## src/ixo_pkg.sv

```systemverilog
// Package: encodings, fields, phases and flags of the indexed-offset executor
package ixo_pkg;
    localparam int unsigned DATA_W    = 8;
    localparam int unsigned ADDR_W    = 12;
    localparam int unsigned INSTR_W   = 16;
    // Opcode fields
    localparam logic [3:0]  OPC_ADD_HI   = 4'h2;   // 0010
    localparam logic [3:0]  OPC_FILL_HI  = 4'h6;   // 0110
    localparam logic [3:0]  OPC_FILL_LO  = 4'h8;   // 1000
    localparam logic [3:0]  OPC_BSET_HI  = 4'h8;   // 1000
    localparam logic [3:0]  ADD_LO_MASK  = 4'hd;   // 01d0 with d masked
    localparam logic [3:0]  ADD_LO_VAL   = 4'h4;
    localparam int unsigned DEST_BIT     = 9;
    localparam int unsigned BIDX_LSB     = 9;
    localparam int unsigned BIDX_W       = 3;
    localparam logic [7:0]  OFS_MAX      = 8'h5f;  // 95
    localparam logic [7:0]  FILL_VALUE   = 8'hff;
    localparam logic        DEST_WORK    = 1'b0;
    // Status flag bit positions
    localparam int unsigned FL_C  = 0;
    localparam int unsigned FL_DC = 1;
    localparam int unsigned FL_Z  = 2;
    localparam int unsigned FL_OV = 3;
    localparam int unsigned FL_N  = 4;
    localparam logic [4:0]  FLAGS_RESET = 5'h00;
    localparam logic [7:0]  WORK_RESET  = 8'h00;

    typedef enum logic [1:0] {
        IXO_DECODE  = 2'b00,
        IXO_READ    = 2'b01,
        IXO_PROCESS = 2'b10,
        IXO_WRITE   = 2'b11
    } ixo_phase_e;

    typedef enum logic [1:0] {
        IXO_OP_NONE = 2'b00,
        IXO_OP_ADD  = 2'b01,
        IXO_OP_BSET = 2'b10,
        IXO_OP_FILL = 2'b11
    } ixo_op_e;
endpackage : ixo_pkg

```

## src/ixo_dec_if.sv

```systemverilog
// Interface: decoded instruction passed from decoder to executor
`timescale 1ns/1ns
interface ixo_dec_if;
    import ixo_pkg::*;
    logic [15:0] instr;
    ixo_op_e     op;
    logic        dest_mem;
    logic [2:0]  bit_idx;
    logic [7:0]  offset;
    logic        ofs_ok;
    modport dec (input instr, output op, dest_mem, bit_idx, offset, ofs_ok);
    modport exe (output instr, input op, dest_mem, bit_idx, offset, ofs_ok);
endinterface : ixo_dec_if

```

## src/ixo_exec.sv

```systemverilog
// Module: four-phase executor of the indexed-offset instructions
`timescale 1ns/1ns
// What this block does
// - Add-indexed adds the working register to memory at pointer plus offset 0..95 and updates N, OV, C, DC, Z.
// - Add-indexed stores the sum in the working register when d is 0 and back to memory when d is 1.
// - Add-indexed is recognised as 0010 01d0 kkkk kkkk.
// - Bit-set-indexed 1000 bbb0 kkkk kkkk sets bit b of memory at pointer plus offset, flags untouched.
// - Fill-indexed 0110 1000 kkkk kkkk writes all ones to pointer plus offset, flags untouched.
module ixo_exec (
    // Clock and reset
    input  wire logic                     CLK,
    input  wire logic                     RESET,
    input  wire logic                     CE,
    // Instruction from fetch
    input  wire logic [15:0]              INSTR,
    input  wire logic                     INSTR_VALID,
    input  wire logic [ixo_pkg::ADDR_W-1:0] POINTER_TWO_REG,
    // Data memory
    output logic [ixo_pkg::ADDR_W-1:0]    MEM_ADDR,
    output logic                          MEM_RD,
    input  wire logic [7:0]               MEM_RDATA,
    output logic                          MEM_WR,
    output logic [7:0]                    MEM_WDATA,
    // Core state
    output logic [7:0]                    WORK,
    output logic [4:0]                    FLAGS,
    output logic [1:0]                    PHASE,
    output logic                          DONE,
    output logic                          ILLEGAL
);
    import ixo_pkg::*;

    // ------------------------------------------------------------
    // State
    // ------------------------------------------------------------
    typedef struct packed {
        ixo_phase_e          phase;
        ixo_op_e             op;
        logic                dest_mem;
        logic [2:0]          bit_idx;
        logic [ADDR_W-1:0]   addr;
        logic [7:0]          operand;
        logic [7:0]          result;
        logic [4:0]          flags;
        logic [7:0]          work;
        logic                mem_rd;
        logic                mem_wr;
        logic [7:0]          wdata;
        logic                done;
        logic                illegal;
    } ixo_state_s;

    ixo_state_s st, next_st;
    ixo_dec_if  dif ();

    assign dif.instr = INSTR;
    ixo_decoder u_dec (
        .d (dif)
    );

    logic [8:0] sum;
    logic [4:0] sum_lo;

    always_comb begin
        next_st = st;
        next_st.mem_rd = 1'b0;
        next_st.mem_wr = 1'b0;
        next_st.done   = 1'b0;
        sum    = {1'b0, st.work} + {1'b0, st.operand};
        sum_lo = {1'b0, st.work[3:0]} + {1'b0, st.operand[3:0]};
        // Four phases per instruction cycle
        case (st.phase)
            IXO_DECODE: begin
                if (INSTR_VALID) begin
                    next_st.op       = dif.op;
                    next_st.dest_mem = dif.dest_mem;
                    next_st.bit_idx  = dif.bit_idx;
                    // Offset beyond 95 is refused, slot passes as a no-op
                    next_st.illegal  = (dif.op != IXO_OP_NONE) && !dif.ofs_ok;
                    if (!dif.ofs_ok) begin
                        next_st.op = IXO_OP_NONE;
                    end
                    next_st.addr = POINTER_TWO_REG +
                        {{(ADDR_W-8){1'b0}}, dif.offset};
                end else begin
                    next_st.op      = IXO_OP_NONE;
                    next_st.illegal = 1'b0;
                end
                next_st.phase = IXO_READ;
            end
            IXO_READ: begin
                // Read issued here, data sampled in process phase
                next_st.mem_rd = (st.op == IXO_OP_ADD) ||
                                 (st.op == IXO_OP_BSET);
                next_st.phase  = IXO_PROCESS;
            end
            IXO_PROCESS: begin
                next_st.operand = MEM_RDATA;
                next_st.phase   = IXO_WRITE;
            end
            IXO_WRITE: begin
                case (st.op)
                    IXO_OP_ADD: begin
                        next_st.flags[FL_C]  = sum[8];
                        next_st.flags[FL_DC] = sum_lo[4];
                        next_st.flags[FL_Z]  = (sum[7:0] == 8'h00);
                        next_st.flags[FL_N]  = sum[7];
                        next_st.flags[FL_OV] =
                            (st.work[7] == st.operand[7]) &&
                            (sum[7] != st.work[7]);
                        if (st.dest_mem == DEST_WORK) begin
                            next_st.work = sum[7:0];
                        end else begin
                            next_st.mem_wr = 1'b1;
                            next_st.wdata  = sum[7:0];
                        end
                    end
                    IXO_OP_BSET: begin
                        next_st.mem_wr = 1'b1;
                        next_st.wdata  = st.operand |
                            (8'h01 << st.bit_idx);
                    end
                    IXO_OP_FILL: begin
                        next_st.mem_wr = 1'b1;
                        next_st.wdata  = FILL_VALUE;
                    end
                    default: begin
                        next_st.mem_wr = 1'b0;
                    end
                endcase
                next_st.done  = (st.op != IXO_OP_NONE);
                next_st.phase = IXO_DECODE;
            end
            default: next_st.phase = IXO_DECODE;
        endcase
    end

    always_ff @(posedge CLK) begin
        if (RESET) begin
            st          <= '0;
            st.phase    <= IXO_DECODE;
            st.op       <= IXO_OP_NONE;
            st.flags    <= FLAGS_RESET;
            st.work     <= WORK_RESET;
        end else if (CE) begin
            st <= next_st;
        end
    end

    assign MEM_ADDR  = st.addr;
    assign MEM_RD    = st.mem_rd;
    assign MEM_WR    = st.mem_wr;
    assign MEM_WDATA = st.wdata;
    assign WORK      = st.work;
    assign FLAGS     = st.flags;
    assign PHASE     = st.phase;
    assign DONE      = st.done;
    assign ILLEGAL   = st.illegal;
endmodule // ixo_exec

```

## src/ixo_decoder.sv

```systemverilog
// Module: combinational decoder of the three indexed-offset instructions
`timescale 1ns/1ns
module ixo_decoder (
    ixo_dec_if.dec d
);
    import ixo_pkg::*;

    always_comb begin
        d.op       = IXO_OP_NONE;
        d.dest_mem = d.instr[DEST_BIT];
        d.bit_idx  = d.instr[BIDX_LSB +: BIDX_W];
        d.offset   = d.instr[7:0];
        d.ofs_ok   = (d.instr[7:0] <= OFS_MAX);
        if (d.instr[15:12] == OPC_ADD_HI &&
            (d.instr[11:8] & ADD_LO_MASK) == ADD_LO_VAL) begin
            d.op = IXO_OP_ADD;
        end else if (d.instr[15:12] == OPC_FILL_HI &&
                     d.instr[11:8] == OPC_FILL_LO) begin
            d.op = IXO_OP_FILL;
        end else if (d.instr[15:12] == OPC_BSET_HI && !d.instr[8]) begin
            d.op = IXO_OP_BSET;
        end
    end
endmodule // ixo_decoder

```

## config.mk

```make
export PLATFORM = sky130hd
export DESIGN_NAME = ixo_exec
export DESIGN_NICKNAME = d
export VERILOG_FILES = /design/src/ixo_pkg.sv /design/src/ixo_dec_if.sv /design/src/ixo_exec.sv /design/src/ixo_decoder.sv
export SDC_FILE = /design/constraint.sdc
export NUM_CORES = 1
export LEC_CHECK = 0
export BUFFER_PORTS_ARGS = -buffer_cell sky130_fd_sc_hd__buf_4
export CAP_MARGIN = 10
export CORE_ASPECT_RATIO = 1.25
export CORE_MARGIN = 1
export CORE_UTILIZATION = 49
export DETAILED_ROUTE_END_ITERATION = 12
export GPL_ROUTABILITY_DRIVEN = 1
export HOLD_SLACK_MARGIN = 0.1
export PLACE_DENSITY = 0.82
export SYNTH_ARGS = -nofsm -noshare
export SYNTH_HDL_FRONTEND = slang
export SYNTH_SLANG_ARGS = --single-unit
```

## constraint.sdc

```tcl
create_clock -name CLK -period 2 [get_ports CLK]
set_input_delay 0.4 -clock CLK [delete_from_list [all_inputs] [get_ports CLK]]
set_output_delay 0.4 -clock CLK [all_outputs]
set_load 0.05 [all_outputs]
```

== Word level (Yosys, flattened, before mapping) ==
Cells that the tools add are included.
Word-level totals
  bits in registers: 53
  input port bits: 40
  output and inout port bits: 39
  logic and storage cells: 66
Operators by class
  add/subtract/negate cells: 3
  $lt $le $gt $ge: 1
  eq/ne operators: 14
  shift operators: 1
  mux-type cells: 12
  bitwise operators: 2
  reduce and logical (&&, ||, !) cells: 20
Operator list (count)
  $pmux 8 s3: 1
  $add 12x8->12: 1
  $mux 10: 1
  $mux 2: 5
  $add 8x8->9: 1
  $mux 9: 1
  $eq 2x2->1 const B: 4
  $eq 4x4->1 const B: 2
  $le 8x7->1 const B: 1
  $logic_not 8->1: 1
  $or 8x8->8: 1
  $pmux 2 s4: 1
  $reduce_and 4->1: 2
  $shl 1x3->8 const A: 1
  $reduce_and 3->1: 2
  $add 4x4->5: 1
  $logic_and 1x1->1: 5
  $eq 2x1->1 const B: 2
  $eq 4x2->1 const B: 1
  $eq 4x3->1 const B: 1
  $reduce_and 2->1: 2
  $reduce_bool 2->1: 2
  $eq 3x2->1 const B: 1
  $reduce_bool 3->1: 1
  10 further kinds: 12

== Depth between registers and ports, before layout ==
Gate-level depths: netlist (run 1).
  depth in word-level cells: 8
  gate-level depth with buffers: 9
  gate-level depth less buffers: 9

== Hierarchy ==
A second synthesis (run 1) with hierarchy kept.
Second synthesis, totals
  cell total of the unflattened synthesis: 446
  area total of the unflattened synthesis: 3597.2 um^2
By module, submodules not included
  ixo_exec: times used 1, cells each 427, area an instance 3449.6 um^2, sequential area each 1061.0 um^2
  ixo_decoder: times used 1, cells each 19, area an instance 147.6 um^2, sequential area each 0.0 um^2

== Least setup slack after synthesis (run 1) ==
No wires, ideal clock.
  kind: register -> register
  start: register st, in the netlist WORK[0]
  end: register st, in the netlist MEM_WDATA[4]
  library setup time: 0.074 ns
  data arrival time: 2.027 ns
  required time: 1.926 ns
  setup slack: -0.101 ns
  cell stages (with the launch flop): 8
  buffers on the path: 0
  period minus slack after synthesis: 2.101 ns
  path through: dfxtp_1 > ha_1 > fa_1 > a21o_1 > a21oi_1 > xor2_1 > or3b_2 > a31oi_1
On the way
  longest elaborated chain between the ends: 3
RTL lines
  start, declared: line ixo_exec.sv:53  | ixo_state_s st, next_st;
  start signal, assigned: line ixo_exec.sv:146  | st <= next_st;
  $add 8x8->9: line ixo_exec.sv:69  | sum = {1'b0, st.work} + {1'b0, st.operand};
  $mux 9: line ixo_exec.sv:111  | if (st.dest_mem == DEST_WORK) begin
  $pmux 8 s3: line ixo_exec.sv:102  | case (st.op)
No other way between the ends. The select of a mux whose other input is x is not followed.
A chain may end at the register's enable or synchronous reset.

== Final worst setup path (run 1) ==
Ends and elaborated chain as after synthesis.

==> run metrics, run 1 <==
Setup crit start kind=register; worst path required time=2.24 ns; CTS buffer count=5; setup violators final=4; DRC=0; GP Congestion=0.812; Mapped Area=3230 µm²; Post-synth EDFFs=0; depth of the most critical reg-to-reg path=7; Yosys top cell by area=dfxtp_1; 1st-pass router iterations=4; H-Tree Level Count=2; vias=2993; CP Class=reg2reg; Pleak=0.00173 µW; initial antenna violation count=0; Root Driver=clkbuf_8; CP Capture Type=register; switch share=28.0%; Buffers on Ports=78; worst stage delay on the critical path=0.41 ns; CP cell instances=ha_4, fa_2, a21o_1, a21oi_2, xor2_2, or3b_4, a31oi_1; Die Span X=74.7 µm; reg-to-reg slack, setup=-0.05 ns; CORE AREA=around 6300 µm²; total grt overflow=0; Starting DRT DRC Count=182; clock sink count=52; Fmax=487 MHz; Die H=between 90 and 100 µm; Max Buffers Root-to-Sink=2; slew margin rel.=approximately three fifths; violated checks=negative setup slack; gr usage total=24.7%; Total Power=~2300 µW; commonest register cell after synthesis=dfxtp_1; layout cells sized above 1=28.7%; Routed WL=8.07 mm; area delta synth->final=23.0%; clock latency on the worst-skew pair=0.31 ns; Gate power share=20.2%; Tcrit/Tclk final=103%; Setup WS post-layout=-0.0542 ns; fin crit period=2.05 ns; Netlist cell types=50; sw power=637 µW; first-pass GRT wire length=13.3 mm; Synth area leaders=dfxtp_1, ha_1, buf_4, a21oi_1, nand2_1; yosys warns=0; CP startpoint=WORK[0]; HPWL after detailed placement=5.93 mm; post-synthesis instance total=408; Synth top area share=32.2%; post-place setup slack=-0.247 ns; Pwr Density=roughly 570 nW/µm²; largest fanout on the critical path=2; vias per std cell=approximately 5.5; most frequent cell after synthesis=dfxtp_1; Pins Over Slew Limit=0; status=finished, violations left; RSZ-0062 raised after global routing=yes; initial core utilization=between 50 and 60%; clock share of power=31.8%; Max Cap Violations=0; Mapped Avg Cell Area=between 7 and 8 µm²; worst r2r dst=MEM_WDATA[4]; num ports=79; cell-internal power=1630 µW; post-synthesis async set-or-reset flop share=0%; Worst-path clk slew=roughly 0.090 ns; hold slack=roughly 0.35 ns; Worst EP arrival=between 2 and 2.5 ns; Seq pwr share=48.0%; post-synthesis sequential area ratio=32.2%; TritonCTS clock tree=yes; syn nets=between 400 and 500; Least-Margin Pin Slew=0.610 ns; Ant. Diodes=0; clk_skew=between 0.003 and 0.004 ns; largest net degree at the start of global routing=27; antenna viol nets, final=0; fin cells=548; Max VDD drop=0.285 mV; Finished Core Util=63.3%; fill count=560; placed cells=540; final hold vios=0; timing endpoint of the critical path=MEM_WDATA[4]; number of global-route vias before repair=2958; worst min path class=in2reg; Seq cells post-synth=52; Placement Rows=32; CP max-delay cell=or3b_4; most frequent cells after synthesis=dfxtp_1, nand2_1, a21oi_1; Worst R2R Start=WORK[0]; wire per inst=14.7 µm; nets@finish=~530; DIE AREA=just under 7000 µm²
-- flip-flops by register name, indices dropped and copies added (netlist names) --
signal	count
FLAGS	5
ILLEGAL	1
DONE	1
PHASE	2
WORK	8
st	13
MEM_WDATA	8
MEM_ADDR	12
MEM_WR	1
MEM_RD	1
-- per-stage QoR --
stage	instance area, µm²	setup TNS, ns
5_1_grt	3980	-0.429
3_5_place_dp	3770	-0.914
6_report	3980	-0.102
2_1_floorplan	3240	0
3_3_place_gp	3770	-0.653
4_1_cts	3940	-0.00912
-- layout by cell type, fill, tap and decap left out, drive strengths merged, types with 4 or more instances in the layout --
master    n
a21oi    44
nand2    50
nand3    16
dfxtp    52
inv      10
nand2b    5
xnor2     8
buf     100
nor2     37
clkbuf    6
o21ai    18
mux2i     4
a31oi     6
a21o      5
nor2b     7
a211oi    7
ha       25
nor3     11
-- power by group through the flow --
stage | Combinational, µW | Clock [µW] | Sequential (µW)
after floorplan | 320 | 0 | 1100
after global placement | 444 | 0 | 1110
after detailed placement | 452 | 0 | 1110
after CTS | 456 | 733 | 1090
after global routing | 502 | 774 | 1090
final | 459 | 722 | 1090
-- critical path: cells and delay by family, from the launching register on --
kind | cells | cell delay [ns]
fa+ha+maj | 2 | 0.53
compound gates | 3 | 0.59
flops | 1 | 0.35
simple gates | 1 | 0.41
xor+xnor | 1 | 0.11
-- cells by family after synthesis --
kind of cell	share of synthesized area (%)
multiplexers	1.59
buffers and inverters	11.4
XOR/XNOR	2.98
AO/OA/AOI/OAI	19.7
flip-flops	32.2
AND/OR/NAND/NOR	21.2
adder cells (fa/ha/maj)	10.9
-- area by class of cell --
cell class / instances / area (µm²) / area share (%)
clock buffer: 6 / 72.6 / 1.82
clock inverter: 2 / 35.0 / 0.881
inverter: 10 / 37.5 / 0.943
multi-input combinational: 293 / 1930 / 48.5
sequential: 52 / 1050 / 26.3
tap: 85 / 106 / 2.67
timing repair buffer: 100 / 751 / 18.9
-- repair_timing --
action                                  CTS  global route
endpoints found under the setup margin    6            16
hold endpoints to repair                  0             0
pin swaps                                 4            12
hold buffers                              0             0
resized for setup                         8            15
setup buffers                             4             0
-- how the worst min path moves through the flow --
stage,startpoint,end,slack (ns),cells past startpoint
final,INSTR[9],st[53],0.35,3
after CTS,INSTR[9],st[53],0.35,3
after detailed placement,MEM_ADDR[5],MEM_ADDR[5],0.45,2
after global placement,FLAGS[3],FLAGS[3],0.44,2
after floorplan,FLAGS[3],FLAGS[3],0.43,2
after global routing,MEM_RDATA[1],st[34],0.35,3
-- routing by layer --
metal	track usage (%)	routed length, µm
met1	27.1	3180
met2	43.4	4160
met3	5.44	442
met4	12.6	283
met5	0	0
Power figures use the tool's default switching activity.
==> run 2, diff against run 1 <==
ABC_AREA = 1   (was unset)
==> run metrics, run 2 <==
status=complete, no violations (was finished, violations left); Root Driver=clkbuf_8 (unchanged); Synth area leaders=dfxtp_1, ha_1, inv_1, buf_4, nand2_1 (was dfxtp_1, ha_1, buf_4, a21oi_1, nand2_1); most frequent cells in the layout=buf_4, inv_1, nand2_1, dfxtp_1, a21oi_1 (was buf_4, nand2_1, dfxtp_1, a21oi_1, nor2_1); max FFs per register=13 (unchanged); Starting DRT DRC Count=102 (was 182); Yosys top cell by area=dfxtp_1 (unchanged); worst r2r dst=FLAGS[2] (was MEM_WDATA[4]); TritonCTS clock tree=yes (unchanged); Pins Over Slew Limit=0 (unchanged); commonest non-fill, non-tap cell in the layout=buf_4 (unchanged); wire per inst=12.7 µm (was 14.7 µm); Mapped Area=3390 µm² (was 3230 µm²); largest fanout on the critical path=3 (was 2); fin crit period=1.89 ns (was 2.05 ns); hold_buf cts=0 (unchanged); Seq pwr share=49.8% (was 48.0%); clock latency on the worst-skew pair=0.30 ns (was 0.31 ns); clock share of power=28.3% (was 31.8%); Worst Hold End=st[37] (was st[53]); switch share=30.6% (was 28.0%); final hold vios=0 (unchanged); syn nets=539 (was 475); fin area=3910 µm² (was 3980 µm²); vias=3152 (was 2993); depth of the most critical reg-to-reg path=9 (was 7); Worst EP arrival=2.12 ns (was 2.30 ns); Resized cells post-CTS=0 (was 8); Pwr Density=565 nW/µm² (was 571 nW/µm²); total grt overflow=0 (unchanged); setup violators final=0 (was 4); clock sink count=52 (unchanged); Least-Margin Pin Slew=0.519 ns (was 0.610 ns); worst path required time=2.24 ns (about the same); most frequent cell after synthesis=inv_1 (was dfxtp_1); clk_skew=0.00260 ns (was 0.00352 ns); DIE AREA=7260 µm² (was 6930 µm²); number of global-route vias before repair=2931 (was 2958); vias per std cell=5.19 (was 5.46); Netlist cell types=35 (was 50); HPWL after detailed placement=6.11 mm (was 5.93 mm); post-synthesis async set-or-reset flop share=0% (unchanged); Total Power=2210 µW (was 2270 µW); layout cells sized above 1=19.8% (was 28.7%); slew margin rel.=65.3% (was 59.2%); first-pass GRT wire length=12.4 mm (was 13.3 mm); Die H=95.0 µm (was 92.8 µm); Ant. Diodes=0 (unchanged); DRC=0 (unchanged); num ports=79 (unchanged); Worst path depth=9 (was 7); Seq cells post-synth=52 (unchanged); CP max-delay cell=fa_1 (was or3b_4); Tcrit/Tclk final=94.3% (was 103%); Setup crit start kind=register (unchanged); Routed WL=7.71 mm (was 8.07 mm); Worst-path clk slew=0.09 ns (about the same); Largest Register=st (unchanged); Synth top area share=30.7% (was 32.2%); area delta synth->final=15.4% (was 23.0%); nets@finish=586 (was 529); CP Class=reg2reg (unchanged); CP Capture Type=register (unchanged); Post-synth EDFFs=0 (unchanged); post-synthesis sequential area ratio=30.7% (was 32.2%); GP Congestion=0.914 (was 0.812); gr usage total=21.4% (was 24.7%); initial core utilization=51.3% (was 51.5%); fill count=633 (was 560); hold depth=3 (unchanged); yosys warns=0 (unchanged); Max Buffers Root-to-Sink=2 (unchanged); Fmax=530 MHz (was 487 MHz); H-Tree Level Count=2 (unchanged); Mapped Avg Cell Area=7.19 µm² (was 7.93 µm²); sw power=677 µW (was 637 µW); largest net degree at the start of global routing=28 (was 27); Die Span X=76.4 µm (was 74.7 µm); Buffers on Ports=78 (unchanged); Max VDD drop=0.526 mV (was 0.285 mV); Worst R2R Start=WORK[0] (unchanged); Post-CTS Setup Bufs=0 (was 4); Worst Path Buf+Inv=0 (unchanged); CTS buffer count=5 (unchanged); cell-internal power=1530 µW (was 1630 µW); Placement Rows=33 (was 32); 1st-pass router iterations=4 (unchanged); most frequent cells after synthesis=inv_1, nand2_1, dfxtp_1 (was dfxtp_1, nand2_1, a21oi_1); RSZ-0062 raised after global routing=no (was yes); CORE AREA=6610 µm² (was 6290 µm²); Max Cap Violations=0 (unchanged); Gate power share=21.9% (was 20.2%); hold slack=0.354 ns (was 0.352 ns); Worst path top cell family by delay=simple AND/OR/NAND/NOR gates (was compound AO/OA/AOI/OAI gates); worst min path class=in2reg (unchanged); worst stage delay on the critical path=0.43 ns (was 0.41 ns); CP cell instances=ha_1, fa_1, nand2_1, nand3b_1, nand2_1, nand3_1, nor2_1, nand3_1, a21oi_1 (was ha_4, fa_2, a21o_1, a21oi_2, xor2_2, or3b_4, a31oi_1); setup_tns=0 ns (was -0.102 ns); Pleak=0.00208 µW (was 0.00173 µW); initial antenna violation count=0 (unchanged); post-synthesis instance total=472 (was 408); commonest register cell after synthesis=dfxtp_1 (unchanged); Hold Startpoint=MEM_RDATA[4] (was INSTR[9]); reg-to-reg slack, setup=0.11 ns (was -0.05 ns); antenna viol nets, final=0 (unchanged); Post-Place Cell Area=3820 µm² (was 3770 µm²)
[run 2: cell count changes in the layout (fill, tap and decap cells not counted), sizes merged, moves of 5 or more]
| cell | change |
|---|---|
| inv | +66 |
| o21ai | +24 |
| nand2 | +23 |
| nand3 | +22 |
| buf | -14 |
| a211oi | -7 |
| nand4 | +7 |
| nor2 | -7 |
| nor2b | -7 |
| xnor2 | -7 |
| nor3 | -6 |
| nand2b | -5 |
[run 2: power groups by stage]
stage | clock (µW) | combinational [µW] | sequential (µW)
4_1_cts | 634 | 484 | 1100
5_1_grt | 667 | 533 | 1100
3_5_place_dp | 0 | 482 | 1120
6_report | 625 | 485 | 1100
2_1_floorplan | 0 | 349 | 1120
3_3_place_gp | 0 | 474 | 1120
[run 2: worst max path at each step]
stage          startpoint  slack, ns            to
6_report          WORK[0]       0.11      FLAGS[2]
5_1_grt           WORK[0]       0.03      FLAGS[2]
4_1_cts           WORK[0]       0.15      FLAGS[2]
3_5_place_dp     INSTR[0]       0.02  MEM_ADDR[10]
3_3_place_gp     INSTR[0]       0.08  MEM_ADDR[10]
2_1_floorplan    INSTR[0]       0.25  MEM_ADDR[10]
[run 2: worst register-to-register path, stage by stage (launching register included)]
cell,delay [ns]
dfxtp_1,0.34
ha_1,0.23
fa_1,0.43
nand2_1,0.15
nand3b_1,0.12
nand2_1,0.11
nand3_1,0.12
nor2_1,0.12
nand3_1,0.08
a21oi_1,0.13
[run 2: logic make-up after synthesis]
kind of cell | Yosys count | synth area share, %
XOR/XNOR | 7 | 1.81
buffers and inverters | 122 | 18.0
flip-flops | 52 | 30.7
AND/OR/NAND/NOR | 155 | 21.1
AO/OA/AOI/OAI | 109 | 18.0
adder cells (fa/ha/maj) | 27 | 10.4
[run 2: metrics by stage]
stage | util, % | std cells | setup slack [ns]
finish | 59.2 | 607 | 0.115
global route | 59.2 | 607 | 0.0261
CTS | 59.2 | 607 | 0.153
detailed placement | 57.8 | 599 | 0.0247
global placement | 57.8 | 599 | 0.0842
floorplan | - | 472 | 0.254
[run 2: metal layers]
metal | vias up | track usage, % | part of all wire, %
met4 | 0 | 11.1 | 3.2
met5 | - | 0 | 0
met3 | 17 | 4.21 | 6.6
met2 | 101 | 41.1 | 50
li1 | 1611 | - | -
met1 | 1423 | 22.1 | 40
[run 2: final cells by class]
type	count	area, µm²	area share [%]
clock buffers	6	82.6	2.11
clock inverters	2	10.0	0.256
inverters	76	285	7.29
multi-input cells	298	1740	44.5
flip-flops and latches	52	1040	26.6
well taps	87	109	2.78
repair buffers	86	646	16.5
==> run 3, diff against run 2 <==
CORE_UTILIZATION = 50   (was 49)
PLACE_DENSITY = 0.84   (was 0.82)
SYNTH_HIERARCHICAL = 1   (was unset)
==> run metrics, run 3 <==
Largest Register=st (unchanged); Die Span X=77.5 µm (was 76.4 µm); switch share=28.7% (was 30.6%); Setup crit start kind=register (unchanged); fin crit period=1.84 ns (was 1.89 ns); HPWL after detailed placement=6.22 mm (was 6.11 mm); post-synthesis async set-or-reset flop share=0% (unchanged); largest net degree at the start of global routing=40 (was 28); Post-CTS Setup Bufs=0 (unchanged); gr usage total=22.6% (was 21.4%); Seq pwr share=47.5% (was 49.8%); CTS buffer count=5 (unchanged); commonest non-fill, non-tap cell in the layout=nand2_1 (was buf_4); Mapped Area=3560 µm² (was 3390 µm²); DIE AREA=7460 µm² (was 7260 µm²); 1st-pass router iterations=4 (unchanged); clock sink count=53 (was 52); CP max-delay cell=dfxtp_2 (was fa_1); most frequent cells after synthesis=nand2_1, inv_1, dfxtp_1 (was inv_1, nand2_1, dfxtp_1); Worst Path Buf+Inv=2 (was 0); Post-synth EDFFs=0 (unchanged); vias=3211 (was 3152); DRC=0 (unchanged); Starting DRT DRC Count=141 (was 102); Worst Hold End=DONE (was st[37]); slew margin rel.=66.6% (was 65.3%); TritonCTS clock tree=yes (unchanged); Synth area leaders=dfxtp_1, buf_4, nand2_1, ha_1, inv_1 (was dfxtp_1, ha_1, inv_1, buf_4, nand2_1); Fmax=542 MHz (was 530 MHz); post-synthesis sequential area ratio=29.8% (was 30.7%); setup_tns=0 ns (unchanged); Post-Place Cell Area=3910 µm² (was 3820 µm²); initial antenna violation count=0 (unchanged); Die H=96.3 µm (was 95.0 µm); Routed WL=7.90 mm (was 7.71 mm); vias per std cell=5.10 (was 5.19); hold depth=2 (was 3); initial core utilization=51.3% (about the same); CP Capture Type=register (unchanged); wire per inst=12.5 µm (was 12.7 µm); Seq cells post-synth=53 (was 52); status=complete, no violations (unchanged); worst r2r dst=FLAGS[2] (unchanged); Max VDD drop=0.307 mV (was 0.526 mV); CORE AREA=6930 µm² (was 6610 µm²); worst stage delay on the critical path=0.36 ns (was 0.43 ns); depth of the most critical reg-to-reg path=12 (was 9); antenna viol nets, final=0 (unchanged); GP Congestion=0.884 (was 0.914); reg-to-reg slack, setup=0.16 ns (was 0.11 ns); total grt overflow=0 (unchanged); clk_skew=0.00431 ns (was 0.00260 ns); area delta synth->final=13.2% (was 15.4%); Max Buffers Root-to-Sink=2 (unchanged); Worst EP arrival=2.09 ns (was 2.12 ns); sw power=680 µW (was 677 µW); Max Cap Violations=0 (unchanged); largest fanout on the critical path=3 (unchanged); Placement Rows=34 (was 33); post-synthesis instance total=505 (was 472); clock share of power=32.0% (was 28.3%); Buffers on Ports=78 (unchanged); fin area=4030 µm² (was 3910 µm²); Hold Startpoint=RESET (was MEM_RDATA[4]); commonest register cell after synthesis=dfxtp_1 (unchanged); Root Driver=clkbuf_8 (unchanged); max FFs per register=14 (was 13); first-pass GRT wire length=13.4 mm (was 12.4 mm); Gate power share=20.4% (was 21.9%); Pins Over Slew Limit=0 (unchanged); nets@finish=606 (was 586); cell-internal power=1690 µW (was 1530 µW); Worst-path clk slew=0.09 ns (about the same); yosys warns=6 (was 0); Yosys top cell by area=dfxtp_1 (unchanged); number of global-route vias before repair=3128 (was 2931); Mapped Avg Cell Area=7.05 µm² (was 7.19 µm²); Ant. Diodes=0 (unchanged); setup violators final=0 (unchanged); hold_buf cts=0 (unchanged); Worst path top cell family by delay=simple AND/OR/NAND/NOR gates (unchanged); Resized cells post-CTS=0 (unchanged); Tcrit/Tclk final=92.2% (was 94.3%); most frequent cells in the layout=nand2_1, buf_4, inv_1, dfxtp_1, nor2_1 (was buf_4, inv_1, nand2_1, dfxtp_1, a21oi_1); clock latency on the worst-skew pair=0.31 ns (was 0.30 ns); Pleak=0.00212 µW (was 0.00208 µW); syn nets=572 (was 539); hold slack=0.342 ns (was 0.354 ns); Pwr Density=588 nW/µm² (was 565 nW/µm²); worst path required time=2.24 ns (about the same); most frequent cell after synthesis=nand2_1 (was inv_1); Worst R2R Start=WORK[0] (unchanged); CP Class=reg2reg (unchanged); Least-Margin Pin Slew=0.500 ns (was 0.519 ns); CP cell instances=ha_1, inv_1, fa_2, inv_1, nand2_1, nand2_1, nand3_1, nand2_1, nand3_1, nor2_1, nand3_1, a21oi_1 (was ha_1, fa_1, nand2_1, nand3b_1, nand2_1, nand3_1, nor2_1, nand3_1, a21oi_1); worst min path class=in2reg (unchanged); Netlist cell types=35 (unchanged); H-Tree Level Count=2 (unchanged); layout cells sized above 1=19.3% (was 19.8%); RSZ-0062 raised after global routing=no (unchanged); num ports=79 (unchanged); final hold vios=0 (unchanged); Synth top area share=29.8% (was 30.7%)
## run 3: power by group through the flow
stage	clock network (µW)	logic (µW)	registers [µW]
finish	758	484	1130
floorplan	0	363	1140
CTS	773	485	1130
global placement	0	474	1150
detailed placement	0	483	1150
global route	820	538	1130
## run 3: cells by family after synthesis
family,Yosys count,share of synthesized area [%]
compound gates,101,16.4
xor+xnor,5,1.23
fa+ha+maj,27,9.92
buf+inv,134,19.7
flops,53,29.8
simple gates,185,23.0
## run 3: area by class of cell
cell class,count,area (µm²)
clock buffers,7,86.3
clock inverters,1,30.0
fillers,675,2910
inverters,76,285
multi-input cells,318,1800
flip-flops and latches,53,1060
well taps,90,113
repair buffers,85,651
## run 3: how the worst max path moves through the flow
stage	from	end	slack (ns)	cells past startpoint
floorplan	INSTR[0]	MEM_ADDR[6]	0.16	11
global placement	POINTER_TWO_REG[0]	MEM_ADDR[6]	0.05	11
detailed placement	POINTER_TWO_REG[0]	MEM_ADDR[6]	0.02	11
CTS	WORK[0]	FLAGS[2]	0.06	12
global route	st[35]	WORK[7]	0.009	10
finish	WORK[0]	FLAGS[2]	0.16	12
## run 3: routing by layer
metal	GRT usage [%]	wire length [µm]
met4	8.02	115
met3	4.17	399
met1	23.3	3180
met2	45.3	4200
met5	0	0
## run 3: through the flow
step / instances / total power, µW / setup WS (ns) / utilization [%]
after floorplan: 505 / 1510 / 0.163 / -
after detailed placement: 622 / 1630 / 0.0156 / 56.3
after global routing: 630 / 2490 / 0.00871 / 58.1
after global placement: 622 / 1620 / 0.0484 / 56.3
after CTS: 630 / 2380 / 0.0616 / 58.0
final: 630 / 2370 / 0.156 / 58.1
